<file path="config.mk">
export PLATFORM = sky130hd
export DESIGN_NAME = host_bus_interface
export DESIGN_NICKNAME = d
export VERILOG_FILES = /design/src/host_bus_pkg.sv /design/src/host_bus_interface.sv
export SDC_FILE = /design/constraint.sdc
export NUM_CORES = 1
export LEC_CHECK = 0
export ABC_AREA = 1
export BUFFER_PORTS_ARGS = -buffer_cell sky130_fd_sc_hd__buf_2
export CAP_MARGIN = 20
export CORE_UTILIZATION = 55
export CTS_CLUSTER_SIZE = 28
export DETAILED_ROUTE_END_ITERATION = 16
export MAX_ROUTING_LAYER = met4
export PLACE_DENSITY = 0.74
export SETUP_SLACK_MARGIN = 0.3
export SLEW_MARGIN = 5
export SYNTH_ARGS = -nofsm -noshare
export SYNTH_HDL_FRONTEND = slang
export SYNTH_SLANG_ARGS = --single-unit
</file>
<file path="constraint.sdc">
create_clock -name clk -period 47.8 [get_ports clk]
set_clock_uncertainty 0.05 [all_clocks]
set_input_delay 9.56 -clock clk [delete_from_list [all_inputs] [get_ports clk]]
set_output_delay 9.56 -clock clk [all_outputs]
set_load 0.1 [all_outputs]
</file>
<file path="src/host_bus_pkg.sv">
// Constants and carrier types shared by the parallel host port
// ---------------------------------------------------------------
// Behaviour
// - Selected read drives addressed register onto bus
// - DMA read returns receive FIFO, A0/enable size
// - DMA write pushes bus word, address ignored
// - Selected write loads addressed register
// - Data-strobe mode: strobe times, R/W chooses
// - Chip select ignored in acknowledge and DMA
// - Reset level holds device in reset state
// - Powered during reset, powered down after
// - Power-up bit write reactivates its channel
// - Reset floats all outputs, stops oscillator
// - Strobe mode 16-bit: enable marks upper byte
// - Data-strobe mode 16-bit: enable marks lower byte
// - 8-bit bus ignores byte enable pin
// - Width low 8-bit, high 16-bit bus
// - Latch enable level picks mode, latches address
// - Unused data half stays high impedance
// ---------------------------------------------------------------
package host_bus_pkg;

    localparam int ADDR_W = 7;
    localparam int DATA_W = 16;
    localparam int FIFO_W = 19;
    localparam int FIFO_DEPTH = 16;

    // ------------------------------------------------------------
    // Channel power-up bit location
    // ------------------------------------------------------------
    localparam logic [6:0] PWR_ADDR_A = 7'h00;
    localparam logic [6:0] PWR_ADDR_B = 7'h40;
    localparam int PWR_BIT = 4;
    localparam logic [1:0] PWR_RESET = 2'h3;

    // ------------------------------------------------------------
    // Byte lane codes
    // ------------------------------------------------------------
    localparam logic [1:0] LANE_NONE = 2'h0;
    localparam logic [1:0] LANE_LO = 2'h1;
    localparam logic [1:0] LANE_HI = 2'h2;
    localparam logic [1:0] LANE_WORD = 2'h3;

    typedef enum logic [1:0] {
        BUS_STROBE,
        BUS_DSTROBE,
        BUS_MUX
    } bus_mode_t;

    typedef enum logic [2:0] {
        ACC_IDLE,
        ACC_REG_RD,
        ACC_REG_WR,
        ACC_DMA_RD,
        ACC_DMA_WR
    } acc_state_t;

    typedef struct packed {
        logic [6:0] addr;
        logic [15:0] data;
        logic ale;
        logic rd_ds_n;
        logic wr_rw_n;
        logic cs_n;
        logic byte_enable_n;
        logic width;
        logic dma_ack_chan_a_n;
        logic dma_ack_chan_b_n;
        logic irq_ack_n;
    } host_pins_t;

    typedef struct packed {
        logic [6:0] addr;
        logic [15:0] wdata;
        logic [1:0] lanes;
        logic we;
        logic re;
    } reg_req_t;

    typedef struct packed {
        logic chan;
        logic [1:0] lanes;
        logic [15:0] data;
    } tx_word_t;

    // Idle bus levels loaded into the synchroniser on reset, so that
    // the first edges after release do not decode a phantom access
    localparam host_pins_t PINS_IDLE = '{
        addr: 7'h00,
        data: 16'h0000,
        ale: 1'b0,
        rd_ds_n: 1'b1,
        wr_rw_n: 1'b1,
        cs_n: 1'b1,
        byte_enable_n: 1'b1,
        width: 1'b0,
        dma_ack_chan_a_n: 1'b1,
        dma_ack_chan_b_n: 1'b1,
        irq_ack_n: 1'b1
    };

endpackage : host_bus_pkg

</file>
<file path="src/host_bus_interface.sv">
// Parallel host port with transmit FIFO and access decoder
`timescale 1ns/1ps

// ---------------------------------------------------------------
// Synchronous FIFO
// ---------------------------------------------------------------
module host_tx_fifo #(
    parameter int WIDTH = 19,
    parameter int DEPTH = 16
) (
    input wire logic clk,
    input wire logic sys_rst,
    input wire logic in_valid,
    output logic in_ready,
    input wire logic [WIDTH-1:0] in_data,
    output logic out_valid,
    input wire logic out_ready,
    output logic [WIDTH-1:0] out_data
);
    localparam int PW = $clog2(DEPTH);
    localparam logic [PW:0] FULL_COUNT = (PW + 1)'(DEPTH);

    typedef struct packed {
        logic [DEPTH-1:0][WIDTH-1:0] mem;
        logic [PW-1:0] wr_ptr;
        logic [PW-1:0] rd_ptr;
        logic [PW:0] count;
        logic not_full;
        logic not_empty;
    } fifo_state_t;

    fifo_state_t s;
    fifo_state_t next_s;
    logic do_push;
    logic do_pop;

    assign do_push = in_valid && s.not_full;
    assign do_pop = s.not_empty && out_ready;
    assign in_ready = s.not_full;
    assign out_valid = s.not_empty;
    assign out_data = s.mem[s.rd_ptr];

    always_comb
    begin
        next_s = s;
        if (do_push)
        begin
            next_s.mem[s.wr_ptr] = in_data;
            next_s.wr_ptr = s.wr_ptr + 1'b1;
        end
        if (do_pop)
        begin
            next_s.rd_ptr = s.rd_ptr + 1'b1;
        end
        unique case ({do_push, do_pop})
            2'b10: next_s.count = s.count + 1'b1;
            2'b01: next_s.count = s.count - 1'b1;
            2'b00, 2'b11: next_s.count = s.count;
        endcase
        // Flags are registered so both ports come from flip-flops
        next_s.not_full = next_s.count != FULL_COUNT;
        next_s.not_empty = next_s.count != '0;
    end

    always_ff @(posedge clk or posedge sys_rst)
    begin
        if (sys_rst)
        begin
            s <= '0;
            s.not_full <= 1'b1;
        end
        else
        begin
            s <= next_s;
        end
    end

endmodule : host_tx_fifo

// ---------------------------------------------------------------
// Host bus interface top
// ---------------------------------------------------------------
module host_bus_interface
    import host_bus_pkg::*;
(
    input wire logic clk,
    input wire logic sys_rst,
    input host_pins_t pins,
    output logic [15:0] data_out,
    output logic [1:0] data_oe,
    output reg_req_t reg_req,
    input wire logic [15:0] reg_rdata,
    input wire logic [15:0] rx_data_a,
    input wire logic [15:0] rx_data_b,
    output logic [1:0] rx_pop,
    output tx_word_t tx_word,
    output logic tx_valid,
    input wire logic tx_ready,
    output logic tx_space,
    output logic [1:0] chan_power_up,
    output logic osc_enable
);

    // ------------------------------------------------------------
    // Helpers
    // ------------------------------------------------------------
    function automatic logic [1:0] lane_decode(
        input logic wide,
        input logic dstrobe,
        input logic a0,
        input logic be_n
    );
        logic en;
        en = !be_n;
        if (!wide)
        begin
            lane_decode = LANE_LO;
        end
        else if (!dstrobe)
        begin
            unique case ({en, a0})
                2'b10: lane_decode = LANE_WORD;
                2'b11: lane_decode = LANE_HI;
                2'b00: lane_decode = LANE_LO;
                2'b01: lane_decode = LANE_NONE;
            endcase
        end
        else
        begin
            unique case ({en, a0})
                2'b10: lane_decode = LANE_WORD;
                2'b11: lane_decode = LANE_LO;
                2'b00: lane_decode = LANE_HI;
                2'b01: lane_decode = LANE_NONE;
            endcase
        end
    endfunction : lane_decode

    function automatic logic [7:0] lane_byte(
        input logic [15:0] word,
        input logic [1:0] lanes
    );
        lane_byte = (lanes == LANE_HI) ? word[15:8] : word[7:0];
    endfunction : lane_byte

    // ------------------------------------------------------------
    // State
    // ------------------------------------------------------------
    typedef struct packed {
        host_pins_t sync1;
        host_pins_t sync2;
        logic ale_q;
        logic ale_fell;
        logic [6:0] addr_lat;
        acc_state_t acc;
        logic chan;
        logic [1:0] lanes;
        reg_req_t req;
        logic [15:0] dout;
        logic [1:0] oe;
        logic [1:0] rx_pop;
        tx_word_t tx;
        logic push;
        logic [1:0] power;
        logic live;
        logic osc_en;
        logic space;
    } port_state_t;

    port_state_t s;
    port_state_t next_s;
    host_pins_t p;
    bus_mode_t mode;
    logic dstrobe;
    logic dma;
    logic dma_chan;
    logic rd_act;
    logic wr_act;
    logic sel;
    logic [6:0] addr;
    logic [1:0] lanes_now;
    logic [1:0] lanes_dma_wr;
    logic fifo_ready;
    logic [FIFO_W-1:0] fifo_out;
    logic [7:0] pwr_byte;

    // Only the second synchroniser stage is looked at
    assign p = s.sync2;

    // Once a falling edge is seen the bus is taken as multiplexed
    always_comb
    begin
        if (s.ale_fell)
        begin
            mode = BUS_MUX;
        end
        else if (p.ale)
        begin
            mode = BUS_DSTROBE;
        end
        else
        begin
            mode = BUS_STROBE;
        end
    end

    assign dstrobe = mode == BUS_DSTROBE;
    assign addr = (mode == BUS_MUX) ? s.addr_lat : p.addr;
    assign dma = !p.dma_ack_chan_a_n || !p.dma_ack_chan_b_n;
    assign dma_chan = p.dma_ack_chan_a_n;
    // Data strobe times the cycle, R/W level picks direction
    assign rd_act = dstrobe ? (!p.rd_ds_n && p.wr_rw_n)
                            : !p.rd_ds_n;
    assign wr_act = dstrobe ? (!p.rd_ds_n && !p.wr_rw_n)
                            : !p.wr_rw_n;
    assign sel = !p.cs_n && p.irq_ack_n && !dma;
    assign lanes_now = lane_decode(p.width, dstrobe, addr[0],
                                   p.byte_enable_n);
    assign lanes_dma_wr = lane_decode(p.width, dstrobe, 1'b0,
                                      p.byte_enable_n);
    assign pwr_byte = lane_byte(s.req.wdata, s.req.lanes);

    // ------------------------------------------------------------
    // Next state
    // ------------------------------------------------------------
    always_comb
    begin
        next_s = s;
        next_s.sync1 = pins;
        next_s.sync2 = s.sync1;
        next_s.req.we = 1'b0;
        next_s.req.re = 1'b0;
        next_s.rx_pop = 2'h0;
        next_s.push = s.push && !fifo_ready;
        next_s.space = fifo_ready;
        next_s.live = 1'b1;
        next_s.osc_en = 1'b1;
        // First edge after release powers every channel down
        if (!s.live)
        begin
            next_s.power = 2'h0;
        end

        next_s.ale_q = p.ale;
        if (s.ale_q && !p.ale)
        begin
            next_s.ale_fell = 1'b1;
            next_s.addr_lat = p.addr;
        end

        unique case (s.acc)
            ACC_IDLE:
            begin
                next_s.oe = LANE_NONE;
                if (dma && rd_act)
                begin
                    next_s.acc = ACC_DMA_RD;
                    next_s.chan = dma_chan;
                    next_s.lanes = lanes_now;
                end
                else if (dma && wr_act && !s.push)
                begin
                    next_s.acc = ACC_DMA_WR;
                    next_s.chan = dma_chan;
                    next_s.lanes = lanes_dma_wr;
                end
                else if (sel && rd_act)
                begin
                    next_s.acc = ACC_REG_RD;
                    next_s.lanes = lanes_now;
                    next_s.req.addr = addr;
                    next_s.req.lanes = lanes_now;
                    next_s.req.re = 1'b1;
                end
                else if (sel && wr_act)
                begin
                    next_s.acc = ACC_REG_WR;
                    next_s.lanes = lanes_now;
                    next_s.req.addr = addr;
                    next_s.req.lanes = lanes_now;
                end
            end
            ACC_REG_RD:
            begin
                next_s.dout = reg_rdata;
                next_s.oe = s.lanes;
                if (!rd_act)
                begin
                    next_s.acc = ACC_IDLE;
                    next_s.oe = LANE_NONE;
                end
            end
            ACC_REG_WR:
            begin
                // Data is taken on the last sampled cycle of the strobe
                if (wr_act)
                begin
                    next_s.req.wdata = p.data;
                end
                else
                begin
                    next_s.acc = ACC_IDLE;
                    next_s.req.we = 1'b1;
                    if (s.req.addr == PWR_ADDR_A)
                    begin
                        next_s.power[0] = pwr_byte[PWR_BIT];
                    end
                    if (s.req.addr == PWR_ADDR_B)
                    begin
                        next_s.power[1] = pwr_byte[PWR_BIT];
                    end
                end
            end
            ACC_DMA_RD:
            begin
                next_s.dout = s.chan ? rx_data_b : rx_data_a;
                next_s.oe = s.lanes;
                if (!rd_act)
                begin
                    next_s.acc = ACC_IDLE;
                    next_s.oe = LANE_NONE;
                    next_s.rx_pop[s.chan] = 1'b1;
                end
            end
            ACC_DMA_WR:
            begin
                if (wr_act)
                begin
                    next_s.tx.data = p.data;
                end
                else
                begin
                    next_s.acc = ACC_IDLE;
                    next_s.tx.chan = s.chan;
                    next_s.tx.lanes = s.lanes;
                    next_s.push = 1'b1;
                end
            end
            default:
            begin
                next_s.acc = ACC_IDLE;
                next_s.oe = LANE_NONE;
            end
        endcase
    end

    // ------------------------------------------------------------
    // Registers
    // ------------------------------------------------------------
    always_ff @(posedge clk or posedge sys_rst)
    begin
        if (sys_rst)
        begin
            s <= '0;
            s.sync1 <= PINS_IDLE;
            s.sync2 <= PINS_IDLE;
            s.power <= PWR_RESET;
        end
        else
        begin
            s <= next_s;
        end
    end

    // ------------------------------------------------------------
    // Transmit FIFO
    // ------------------------------------------------------------
    host_tx_fifo #(
        .WIDTH(FIFO_W),
        .DEPTH(FIFO_DEPTH)
    ) u_tx_fifo (
        .clk(clk),
        .sys_rst(sys_rst),
        .in_valid(s.push),
        .in_ready(fifo_ready),
        .in_data(s.tx),
        .out_valid(tx_valid),
        .out_ready(tx_ready),
        .out_data(fifo_out)
    );

    assign tx_word = tx_word_t'(fifo_out);
    assign data_out = s.dout;
    assign data_oe = s.oe;
    assign reg_req = s.req;
    assign rx_pop = s.rx_pop;
    assign tx_space = s.space;
    assign chan_power_up = s.power;
    assign osc_enable = s.osc_en;

endmodule : host_bus_interface

</file>
# [Yosys cells after proc, flatten, opt, wreduce, memory -nomap -nowiden]
# Cells that the tools add are included.
[op_classes] n_eq_ne=18 n_bitwise=3 magnitude_cmp=5 n_shift=0 n_mux=54 mul=0 n_reduce_logical=45 n_div=0 n_addsub=4
[ops] op="bitwise mux 304 bit" count=1
[ops] op="binary-select mux 19 bit (select 4 bit)" count=1
[ops] op="demux 19 bit (select 4 bit)" count=1
[ops] op="2-to-1 mux 19 bit" count=2
[ops] op="case mux 16 bit (2 select lines)" count=1
[ops] op="2-to-1 mux 2 bit" count=13
[ops] op="2-to-1 mux 9 bit" count=2
[ops] op="2-to-1 mux 16 bit" count=1
[ops] op="case mux 2 bit (4 select lines)" count=2
[ops] op="logical AND 1 bit" count=15
[ops] op="2-to-1 mux 1 bit" count=15
[ops] op="2-to-1 mux 3 bit" count=5
[ops] op="case mux 5 bit (3 select lines)" count=1
[ops] op="equality test 2 bit, second input constant" count=6
[ops] op="zero test 1 bit" count=10
[ops] op="less-than comparator 4 x 5 -> 1 bit, second input constant" count=2
[ops] op="!= test 5 bit, second input constant" count=2
[ops] op="AND reduction 2 bit" count=5
[ops] op="case mux 3 bit (3 select lines)" count=1
[ops] op="adder 4 x 1 -> 4 bit, second input constant" count=2
[ops] op="case mux 2 bit (2 select lines)" count=2
[ops] op="equality test 7 bit, second input constant" count=1
[ops] op="zero test 7 bit" count=1
[ops] op="2-to-1 mux 7 bit" count=1
[ops] op="25 further kinds" count=36
[word_totals] input_bits=83 output_inout_bits=71 latchBits=0 regBits=469 mem_bits_ro=0 memories=0 ram_bits=0 elab_cells=193

# [Logic depth before layout (Yosys ltp)]
# Gate-level depths: netlist (run 1).
[logic_depth] ltp_word=13 ltp_mapped=15 mapped_depth_nobuf=15

# [Hierarchy]
# A second synthesis (run 1) with hierarchy kept.
[hier_totals] hier_cells=2254 area_unflattened_um2=20591.0
[by_module_without_submodules] mod="host_tx_fifo" seq_area_each_um2=7983.9 n_inst=1 area_per_inst_um2=14784.2 cells_each=1720
[by_module_without_submodules] mod="host_bus_interface" seq_area_each_um2=3773.6 n_inst=1 area_per_inst_um2=5806.8 cells_each=534

# [Least setup slack after synthesis (run 1)]
# No wires, ideal clock.
[synth_path] path_type="register -> output" startpoint="register u_tx_fifo.s[7] (netlist bit)" endpoint="output tx_word[15] (netlist bit)" required_ps=38190 path_slack_ps=36309 n_path_buf=3 stages_incl_launch_ff=9 arrival_ps=1881 cell_sequence="dfrtp_1 -> buf_4 -> inv_2 -> buf_4 -> buf_2 -> nor2_1 -> o21ai_0 -> o211ai_1 -> nand2_1"
[synth_lines] element="from (decl)" line="host_bus_interface.sv:32" rtl="fifo_state_t s;"
[synth_lines] element="from (signal assigned)" line="host_bus_interface.sv:74" rtl="s <= next_s;"
[synth_lines] element="to (decl)" line="host_bus_interface.sv:96" rtl="output tx_word_t tx_word,"

==> results of run 1 <==
[layer usage]
layer / share of wire [%] / track usage (%) / vias to the layer above / wire length [um]
met1: 44 / 36.9 / 7496 / 21100
met5: 0 / - / - / 0
met2: 47 / 42.5 / 608 / 22800
li1: - / - / 7403 / -
met3: 7.3 / 5.28 / 86 / 3550
met4: 2.2 / 8.15 / 0 / 1080
[through the flow]
step / setup WS (ps) / hold slack (ps) / cell area (um^2) / util, % / total power [mW]
after floorplan: 25140 / 281 / 20100 / - / 1.05
after global placement: 34680 / 281 / 20500 / 57.3 / 1.14
after detailed placement: 34610 / 285 / 20500 / 57.3 / 1.15
after CTS: 34250 / 298 / 22300 / 62.2 / 1.57
after global routing: 33950 / 303 / 22300 / 62.3 / 1.65
final: 34220 / 296 / 22300 / 62.3 / 1.56
[worst max path at each step]
stage,cells after the start,slack (ps),to,start
final,9,34220,tx_word[13],u_tx_fifo.s[7]
after floorplan,1,25140,data_oe[0],sys_rst
after global placement,5,34680,u_tx_fifo.s[153],sys_rst
after CTS,9,34250,tx_word[13],u_tx_fifo.s[7]
after global routing,9,33950,tx_word[13],u_tx_fifo.s[7]
after detailed placement,5,34610,u_tx_fifo.s[137],sys_rst
[cell usage after synthesis, types with 2 or more instances]
master	instances	area, um^2
dfstp_2	17	447
dfrtp_1	452	11300
inv_1	69	259
ha_1	7	87.6
clkbuf_2	4	20.0
nand3_1	37	185
clkinv_1	2	7.51
clkbuf_1	83	312
o21ai_1	17	85.1
nor2_4	5	56.3
o311ai_0	4	35.0
nand2_4	2	22.5
a22oi_1	10	75.1
nor2_1	269	1010
o21ai_0	506	2530
buf_1	4	15.0
o31ai_1	7	52.6
nor2_2	5	31.3
buf_2	49	245
o211ai_1	82	616
a21oi_1	5	25.0
o22ai_1	2	12.5
buf_4	67	503
nor3_1	6	30.0
nand4_1	4	25.0
inv_2	7	26.3
xor2_1	6	52.6
nand2_1	515	1930
[sequential cells by signal, indices dropped and copies added (netlist names), 16 cells and up]
signal       cells
u_tx_fifo.s    317
data_out        16
next_s          33
s               35
p               30
reg_req         27
[power by group]
part	internal (mW)	switching [mW]
logic	0.129	0.517
clock network	0.258	0.157
registers	0.456	0.0476
total	0.843	0.721
[final cells by class]
cell class                 instances  share of cell area [%]
clock buffer                      64                    6.05
clock inverter                    25                    1.87
inverter                          78                    1.36
multi-input combinational       1501                    31.3
sequential                       469                    52.7
tap                              461                    2.58
timing repair buffer             169                    4.09
[placed cells by master, fill, tap and decap left out, types with 9 or more instances in the layout]
cell type    n
buf_4       14
clkbuf_16   48
clkbuf_8     9
o21ai_0    506
nor2_1     269
inv_1       68
o211ai_1    82
nand2_2     13
dfrtp_1    449
nand3_1     37
buf_2      153
a22oi_1     10
o21ai_1     17
nand2_1    503
dfstp_2     17
bufinv_16   11
clkinv_2    11
[kinds of logic after synthesis]
family                   Yosys count
multiplexers                       1
AND/OR/NAND/NOR                  849
flip-flops                       469
adder cells (fa/ha/maj)            7
other                              1
buffers and inverters            286
XOR/XNOR                           7
AO/OA/AOI/OAI                    636
[worst max-delay path: stages (launching register included)]
cell      delay [ps]
dfrtp_4          660
inv_4            780
buf_4            720
nor2_1            90
nor2_1           100
o21ai_0          100
o211ai_1         130
nand3_1          120
nand2_1          170
buf_2            450
==> impl_metrics.json, run 1 <==
{
  "syn_to_final_growth_pct": 10.9,
  "cts_buffer_depth": 3,
  "via_per_inst": 5.64,
  "synthAdderAreaFrac_pct": 0.435,
  "dp.cells": 2676,
  "start_kind": "flip-flop",
  "rows": 69,
  "synth-compound-area-share_pct": 17.2,
  "cts_resized": 0,
  "drt-pass1-iter-count": 8,
  "finalWeightedCongestion": 0.829,
  "die_y_um": 193,
  "ant_nets": 0,
  "rsz0062_at_grt": "no",
  "gr-total-overflow": 0,
  "setup_tns_ps": 0,
  "cts_tree": "done",
  "synthCells": 2256,
  "ctsHoldBuffers": 0,
  "clkSinkCount": 469,
  "yosysUniqueCellTypes": 41,
  "dp_hpwl_mm": 28.1,
  "cp.arrival_ps": 3970,
  "die_x_um": 193,
  "io_buffers": 153,
  "numCtsBuffers": 48,
  "yosys_warnings": 0,
  "synth_edf_count": 0,
  "syn_area_per_cell_um2": 8.92,
  "period_share_pct": 28.4,
  "worstSetupEndpointType": "primary output",
  "p_per_area_mw_per_mm2": 70.1,
  "synthArstFlopShare_pct": 100,
  "ios": 154,
  "postCtsSetupRepairBufs": 0,
  "p_leak_nw": 10.5,
  "clk_pin_slew_ps": 60,
  "cp_max_fo": 88,
  "antenna_found_initial": 0,
  "start_util_pct": 56.2,
  "multi_input_area_mm2": 0.00700,
  "synth_top_family_by_area": "compound AO/OA/AOI/OAI gates",
  "relSlewSlack_pct": 23.8,
  "hp-start": "next_s[113]",
  "nets": 2357,
  "synth_ff_type": "dfrtp_1",
  "ff2ff_path_depth": 12,
  "dieArea_mm2": 0.0374,
  "ir_drop_mv": 0.0547,
  "htreeDepth": 2,
  "drive_gt1_share_pct": 13.4,
  "fmax_mhz": 73.6,
  "tightestPinTransition_ps": 1140,
  "grt_pass1_vias": 15000,
  "route.detailed.drc": 0,
  "synth_xor_area_share_pct": 0.305,
  "seq_area_frac_synth_pct": 58.4,
  "ys_ff_latch": 469,
  "final_cells": 2767,
  "fillerInstances": 2945,
  "rrSetupSlack_ps": 45300,
  "synth-simple-area-share_pct": 16.6,
  "drv_cap": 0,
  "setup_viol": 0,
  "core_mm2": 0.0358,
  "final_hold_viol_count": 0,
  "syn_nets": 2346,
  "vias": 15600,
  "timing.rr.end": "u_tx_fifo.out_valid",
  "crit_type": "reg -> out",
  "antennaDiodeCount": 0,
  "clockRootBuffer": "clkbuf_16",
  "maxSlewViolCount": 0,
  "synthMuxAreaShare_pct": 0.0497,
  "rr_startpoint": "u_tx_fifo.out_valid",
  "seq_area_mm2": 0.0118,
  "drtIter0Drc": 1626,
  "syn_area_mm2": 0.0201,
  "gr-usage-all-layers_pct": 27.4,
  "finalCriticalPeriod_ps": 13580,
  "cp.required_ps": 38190,
  "hold_class": "reg -> reg",
  "wl_per_cell_um": 17.6,
  "grt_max_degree": 134,
  "grt_pass1_wl_mm": 79.6,
  "worstSkewPairLatency_ps": 580,
  "status": "complete, no violations",
  "hold_depth": 0,
  "holdPathEnd": "p[26]",
  "wl_mm": 48.6
}
No activity file was read; power rests on OpenSTA's default activity.
==> inputs of run 2 (changes only) <==
clock period = 12.63 ns   (was 47.8 ns; I/O delays follow)
==> run 2 against run 1 <==
Non-clock buffer count fell by 1. Die area is the same. Worst setup slack got worse by 28000 ps. Sequential power rose to 3.8 times the previous value. Worst hold slack about the same. Clock power rose to 3.5 times the previous value. Critical path type unchanged. Largest cell class unchanged.
==> impl_metrics.json, run 2 (synthesized netlist as in run 1, its figures left out) <==
{
  "status": "complete, no violations",
  "rrSetupSlack_ps": 10030,
  "grt_max_degree": 168,
  "cts_buffer_depth": 3,
  "clkSinkCount": 469,
  "grt_pass1_vias": 15000,
  "drt-pass1-iter-count": 8,
  "setup_tns_ps": 0,
  "final_hold_viol_count": 0,
  "crit_type": "reg -> out",
  "setup_viol": 0,
  "drv_cap": 0,
  "gr-usage-all-layers_pct": 27.6,
  "die_x_um": 193,
  "cp_max_fo": 77,
  "wl_per_cell_um": 17.7,
  "htreeDepth": 2,
  "worstSetupEndpointType": "primary output",
  "syn_to_final_growth_pct": 10.0,
  "relSlewSlack_pct": 32.0,
  "clockRootBuffer": "clkbuf_16",
  "die_y_um": 193,
  "antenna_found_initial": 0,
  "nets": 2356,
  "ff2ff_path_depth": 3,
  "maxSlewViolCount": 0,
  "holdPathEnd": "p[15]",
  "hold_depth": 0,
  "postCtsSetupRepairBufs": 0,
  "ios": 154,
  "rows": 69,
  "p_per_area_mw_per_mm2": 261,
  "core_mm2": 0.0358,
  "route.detailed.drc": 0,
  "clk_pin_slew_ps": 60,
  "tightestPinTransition_ps": 1010,
  "dp_hpwl_mm": 28.4,
  "hp-start": "next_s[102]",
  "via_per_inst": 5.69,
  "cts_resized": 0,
  "finalWeightedCongestion": 0.815,
  "wl_mm": 49.0,
  "largest_register_ffs": 317,
  "start_kind": "flip-flop",
  "final_cell_mix": "506 x o21ai_0, 502 x nand2_1, 449 x dfrtp_1, 269 x nor2_1, 153 x buf_2",
  "drtIter0Drc": 1484,
  "ir_drop_mv": 0.238,
  "vias": 15700,
  "grt_pass1_wl_mm": 80.1,
  "gr-total-overflow": 0,
  "period_share_pct": 51.9,
  "rsz0062_at_grt": "no",
  "hold_class": "reg -> reg",
  "timing.rr.end": "u_tx_fifo.s[7]",
  "antennaDiodeCount": 0,
  "cp.arrival_ps": 3980,
  "rr_startpoint": "u_tx_fifo.s[7]",
  "cp.required_ps": 10050,
  "drive_gt1_share_pct": 13.1,
  "p_leak_nw": 10.4,
  "hold_slack_ps": 296,
  "ant_nets": 0,
  "ctsHoldBuffers": 0,
  "numCtsBuffers": 48,
  "regMostFlops": "u_tx_fifo.s",
  "start_util_pct": 56.2,
  "finalCriticalPeriod_ps": 6560,
  "io_buffers": 153,
  "worstSkewPairLatency_ps": 560,
  "cts_tree": "done",
  "final_common_cell": "o21ai_0",
  "dieArea_mm2": 0.0374,
  "fmax_mhz": 152
}
[run 2: where the power goes]
group / internal [mW] / leakage, nW / total, mW / switching [mW]
Clock: 0.861 / 0.794 / 1.44 / 0.576
Sequential: 1.73 / 6.21 / 1.92 / 0.194
Combinational: 0.489 / 3.36 / 2.43 / 1.94
[run 2: final cells by class]
cell class | count | area (um^2)
Fill cell | 3084 | 13700
Sequential cell | 469 | 11800
Timing Repair Buffer | 168 | 898
Multi-Input combinational cell | 1501 | 7000
Clock buffer | 70 | 1390
Clock inverter | 18 | 218
Inverter | 78 | 299
Tap cell | 461 | 577
[run 2: per-stage QoR]
stage          instances  area (um^2)  power [mW]  setup slack (ps)  util [%]
2_1_floorplan       2256        20100        3.97              3720         -
3_3_place_gp        2676        20500        4.31              6690      57.3
3_5_place_dp        2676        20500        4.36              6640      57.3
4_1_cts             2764        22100        5.81              6020      61.8
5_1_grt             2765        22100        6.10              5810      61.8
6_report            2765        22100        5.79              6070      61.8
[run 2: worst max-delay path: stages, from the launching register on]
cell and delay, ps:
dfrtp_4 710, inv_4 660, buf_4 780, nor2_1 100
nor2_1 110, o21ai_0 100, o211ai_1 110, o211ai_1 120
nand2_1 180, buf_2 460
[run 2: how the worst max path moves through the flow]
stage | start | to
2_1_floorplan | sys_rst | data_oe[0]
3_3_place_gp | u_tx_fifo.s[7] | tx_word[4]
3_5_place_dp | u_tx_fifo.s[7] | tx_word[4]
4_1_cts | u_tx_fifo.s[7] | tx_word[4]
5_1_grt | u_tx_fifo.s[7] | tx_word[4]
6_report | u_tx_fifo.s[7] | tx_word[4]
[run 2: metal layers]
layer / up-vias / routed length [um] / GRT usage [%]
li1: 7401 / - / -
met1: 7584 / 21200 / 37.5
met2: 640 / 22500 / 42.8
met3: 95 / 3960 / 4.50
met4: 0 / 1280 / 9.04
met5: - / 0 / -
==> inputs of run 3 (changes only) <==
clock period = 6.6 ns   (was 12.63 ns; I/O delays follow)
==> run 3 against run 2 <==
Die area is the same. Cell area up 0.54%. Worst hold slack is essentially flat. Wire length grew 1.3%. Global-route usage is 0.12 points higher. Final cell count barely moved. Flip-flop and latch count unchanged. Non-clock buffer count increased by 2.
==> impl_metrics.json, run 3 (synthesized netlist as in run 1, its figures left out) <==
{
  "rsz0062_at_grt": "no",
  "gr-total-overflow": 0,
  "cts_tree": "done",
  "postCtsSetupRepairBufs": 0,
  "grt_max_degree": 192,
  "start_kind": "flip-flop",
  "worstSkewPairLatency_ps": 570,
  "route.detailed.drc": 0,
  "cp.arrival_ps": 3710,
  "ff2ff_path_depth": 11,
  "p_leak_nw": 10.4,
  "fin_total_pwr_mw": 11.2,
  "vias": 15800,
  "rr_startpoint": "u_tx_fifo.in_ready",
  "numCtsBuffers": 48,
  "cp.required_ps": 5230,
  "ios": 154,
  "ant_nets": 0,
  "dp_hpwl_mm": 27.8,
  "grt_pass1_wl_mm": 80.5,
  "relSlewSlack_pct": 24.3,
  "crit_type": "reg -> out",
  "dieArea_mm2": 0.0374,
  "final_cell_mix": "506 x o21ai_0, 503 x nand2_1, 449 x dfrtp_1, 269 x nor2_1, 153 x buf_2",
  "drive_gt1_share_pct": 13.2,
  "antenna_found_initial": 0,
  "worstSetupEndpointType": "primary output",
  "p_per_area_mw_per_mm2": 502,
  "die_y_um": 193,
  "io_buffers": 153,
  "wl_mm": 49.7,
  "nets": 2358,
  "antennaDiodeCount": 0,
  "gr-usage-all-layers_pct": 27.8,
  "clk_pin_slew_ps": 60,
  "fillerInstances": 2910,
  "rows": 69,
  "largest_register_ffs": 317,
  "via_per_inst": 5.71,
  "cts_resized": 0,
  "maxSlewViolCount": 0,
  "clkSinkCount": 469,
  "syn_to_final_growth_pct": 10.6,
  "finalWeightedCongestion": 0.818,
  "final_hold_viol_count": 0,
  "ir_drop_mv": 0.439,
  "regMostFlops": "u_tx_fifo.s",
  "tightestPinTransition_ps": 1130,
  "dp.cells": 2675,
  "final_cells": 2766,
  "finalCriticalPeriod_ps": 5080,
  "setup_viol": 0,
  "period_share_pct": 76.9,
  "grt_pass1_vias": 14900,
  "setup_tns_ps": 0,
  "final_common_cell": "o21ai_0",
  "cts_buffer_depth": 3,
  "drtIter0Drc": 1597,
  "status": "complete, no violations",
  "rrSetupSlack_ps": 4160,
  "stdcell_area_mm2": 0.0223,
  "htreeDepth": 2,
  "drt-pass1-iter-count": 7,
  "start_util_pct": 56.2,
  "ctsHoldBuffers": 0,
  "cp_max_fo": 92,
  "drv_cap": 0,
  "core_mm2": 0.0358,
  "hold_class": "reg -> reg",
  "endpoint": "tx_word[0]",
  "wl_per_cell_um": 18.0,
  "clockRootBuffer": "clkbuf_16",
  "die_x_um": 193,
  "startpoint": "u_tx_fifo.s[7]",
  "finalCoreUtilization_pct": 62.1,
  "place_area_mm2": 0.0205,
  "fmax_mhz": 197,
  "timing.rr.end": "u_tx_fifo.out_valid"
}
run 3: cell types whose count changed in the layout (fill, tap and decap cells not counted):
| cell | before | now |
|---|---|---|
| clkbuf_8 | 8 | 12 |
| buf_12 | 1 | 3 |
| buf_16 | 0 | 1 |
| buf_4 | 13 | 11 |
| clkbuf_1 | 13 | 10 |
| clkbuf_16 | 49 | 50 |
| buf_8 | 1 | 2 |
| bufinv_16 | 5 | 4 |
| clkinv_2 | 12 | 7 |
| nand2_1 | 502 | 503 |
| nand2_2 | 14 | 13 |
| clkinvlp_4 | 2 | 3 |
| clkinv_8 | 0 | 2 |
run 3: per-stage QoR:
stage | setup WS [ps] | hold slack [ps]
global placement | 2190 | 281
CTS | 1520 | 296
floorplan | -1110 | 281
detailed placement | 2140 | 285
global route | 1300 | 303
finish | 1520 | 297
run 3: layer usage:
metal | GRT usage, % | routed length (um)
met1 | 37.8 | 21600
met2 | 43.0 | 23300
met3 | 4.79 | 3680
met4 | 8.15 | 1150
met5 | - | 0
run 3: worst max-delay path: stages (launching register included):
cell	delay (ps)
dfrtp_4	660
inv_4	820
buf_4	410
nor2_1	90
nor2_1	120
o21ai_0	130
o211ai_1	140
o211ai_1	120
nand2_1	160
buf_2	450
run 3: worst min-delay path by stage:
stage / from / endpoint / slack [ps] / cells after the start
CTS: next_s[100] / p[13] / 300 / 0
global placement: next_s[105] / p[18] / 280 / 0
finish: next_s[106] / p[19] / 300 / 0
global route: next_s[117] / p[30] / 300 / 0
detailed placement: next_s[95] / next_s[86] / 280 / 0
floorplan: next_s[95] / next_s[86] / 280 / 0
run 3: area by class of cell:
| type | count | area, um^2 | area share (%) |
|---|---|---|---|
| Timing Repair Buffer | 170 | 966 | 4.34 |
| Clock buffer | 72 | 1450 | 6.53 |
| Inverter | 78 | 299 | 1.34 |
| Clock inverter | 15 | 203 | 0.910 |
| Sequential cell | 469 | 11800 | 52.8 |
| Tap cell | 461 | 577 | 2.59 |
| Multi-Input combinational cell | 1501 | 7000 | 31.4 |
run 3: where the power goes:
part	switching [mW]	internal, mW	leakage, nW
Sequential	0.387	3.30	6.21
Combinational	3.75	0.947	3.39
Clock	1.12	1.68	0.812
Total	5.25	5.93	10.4
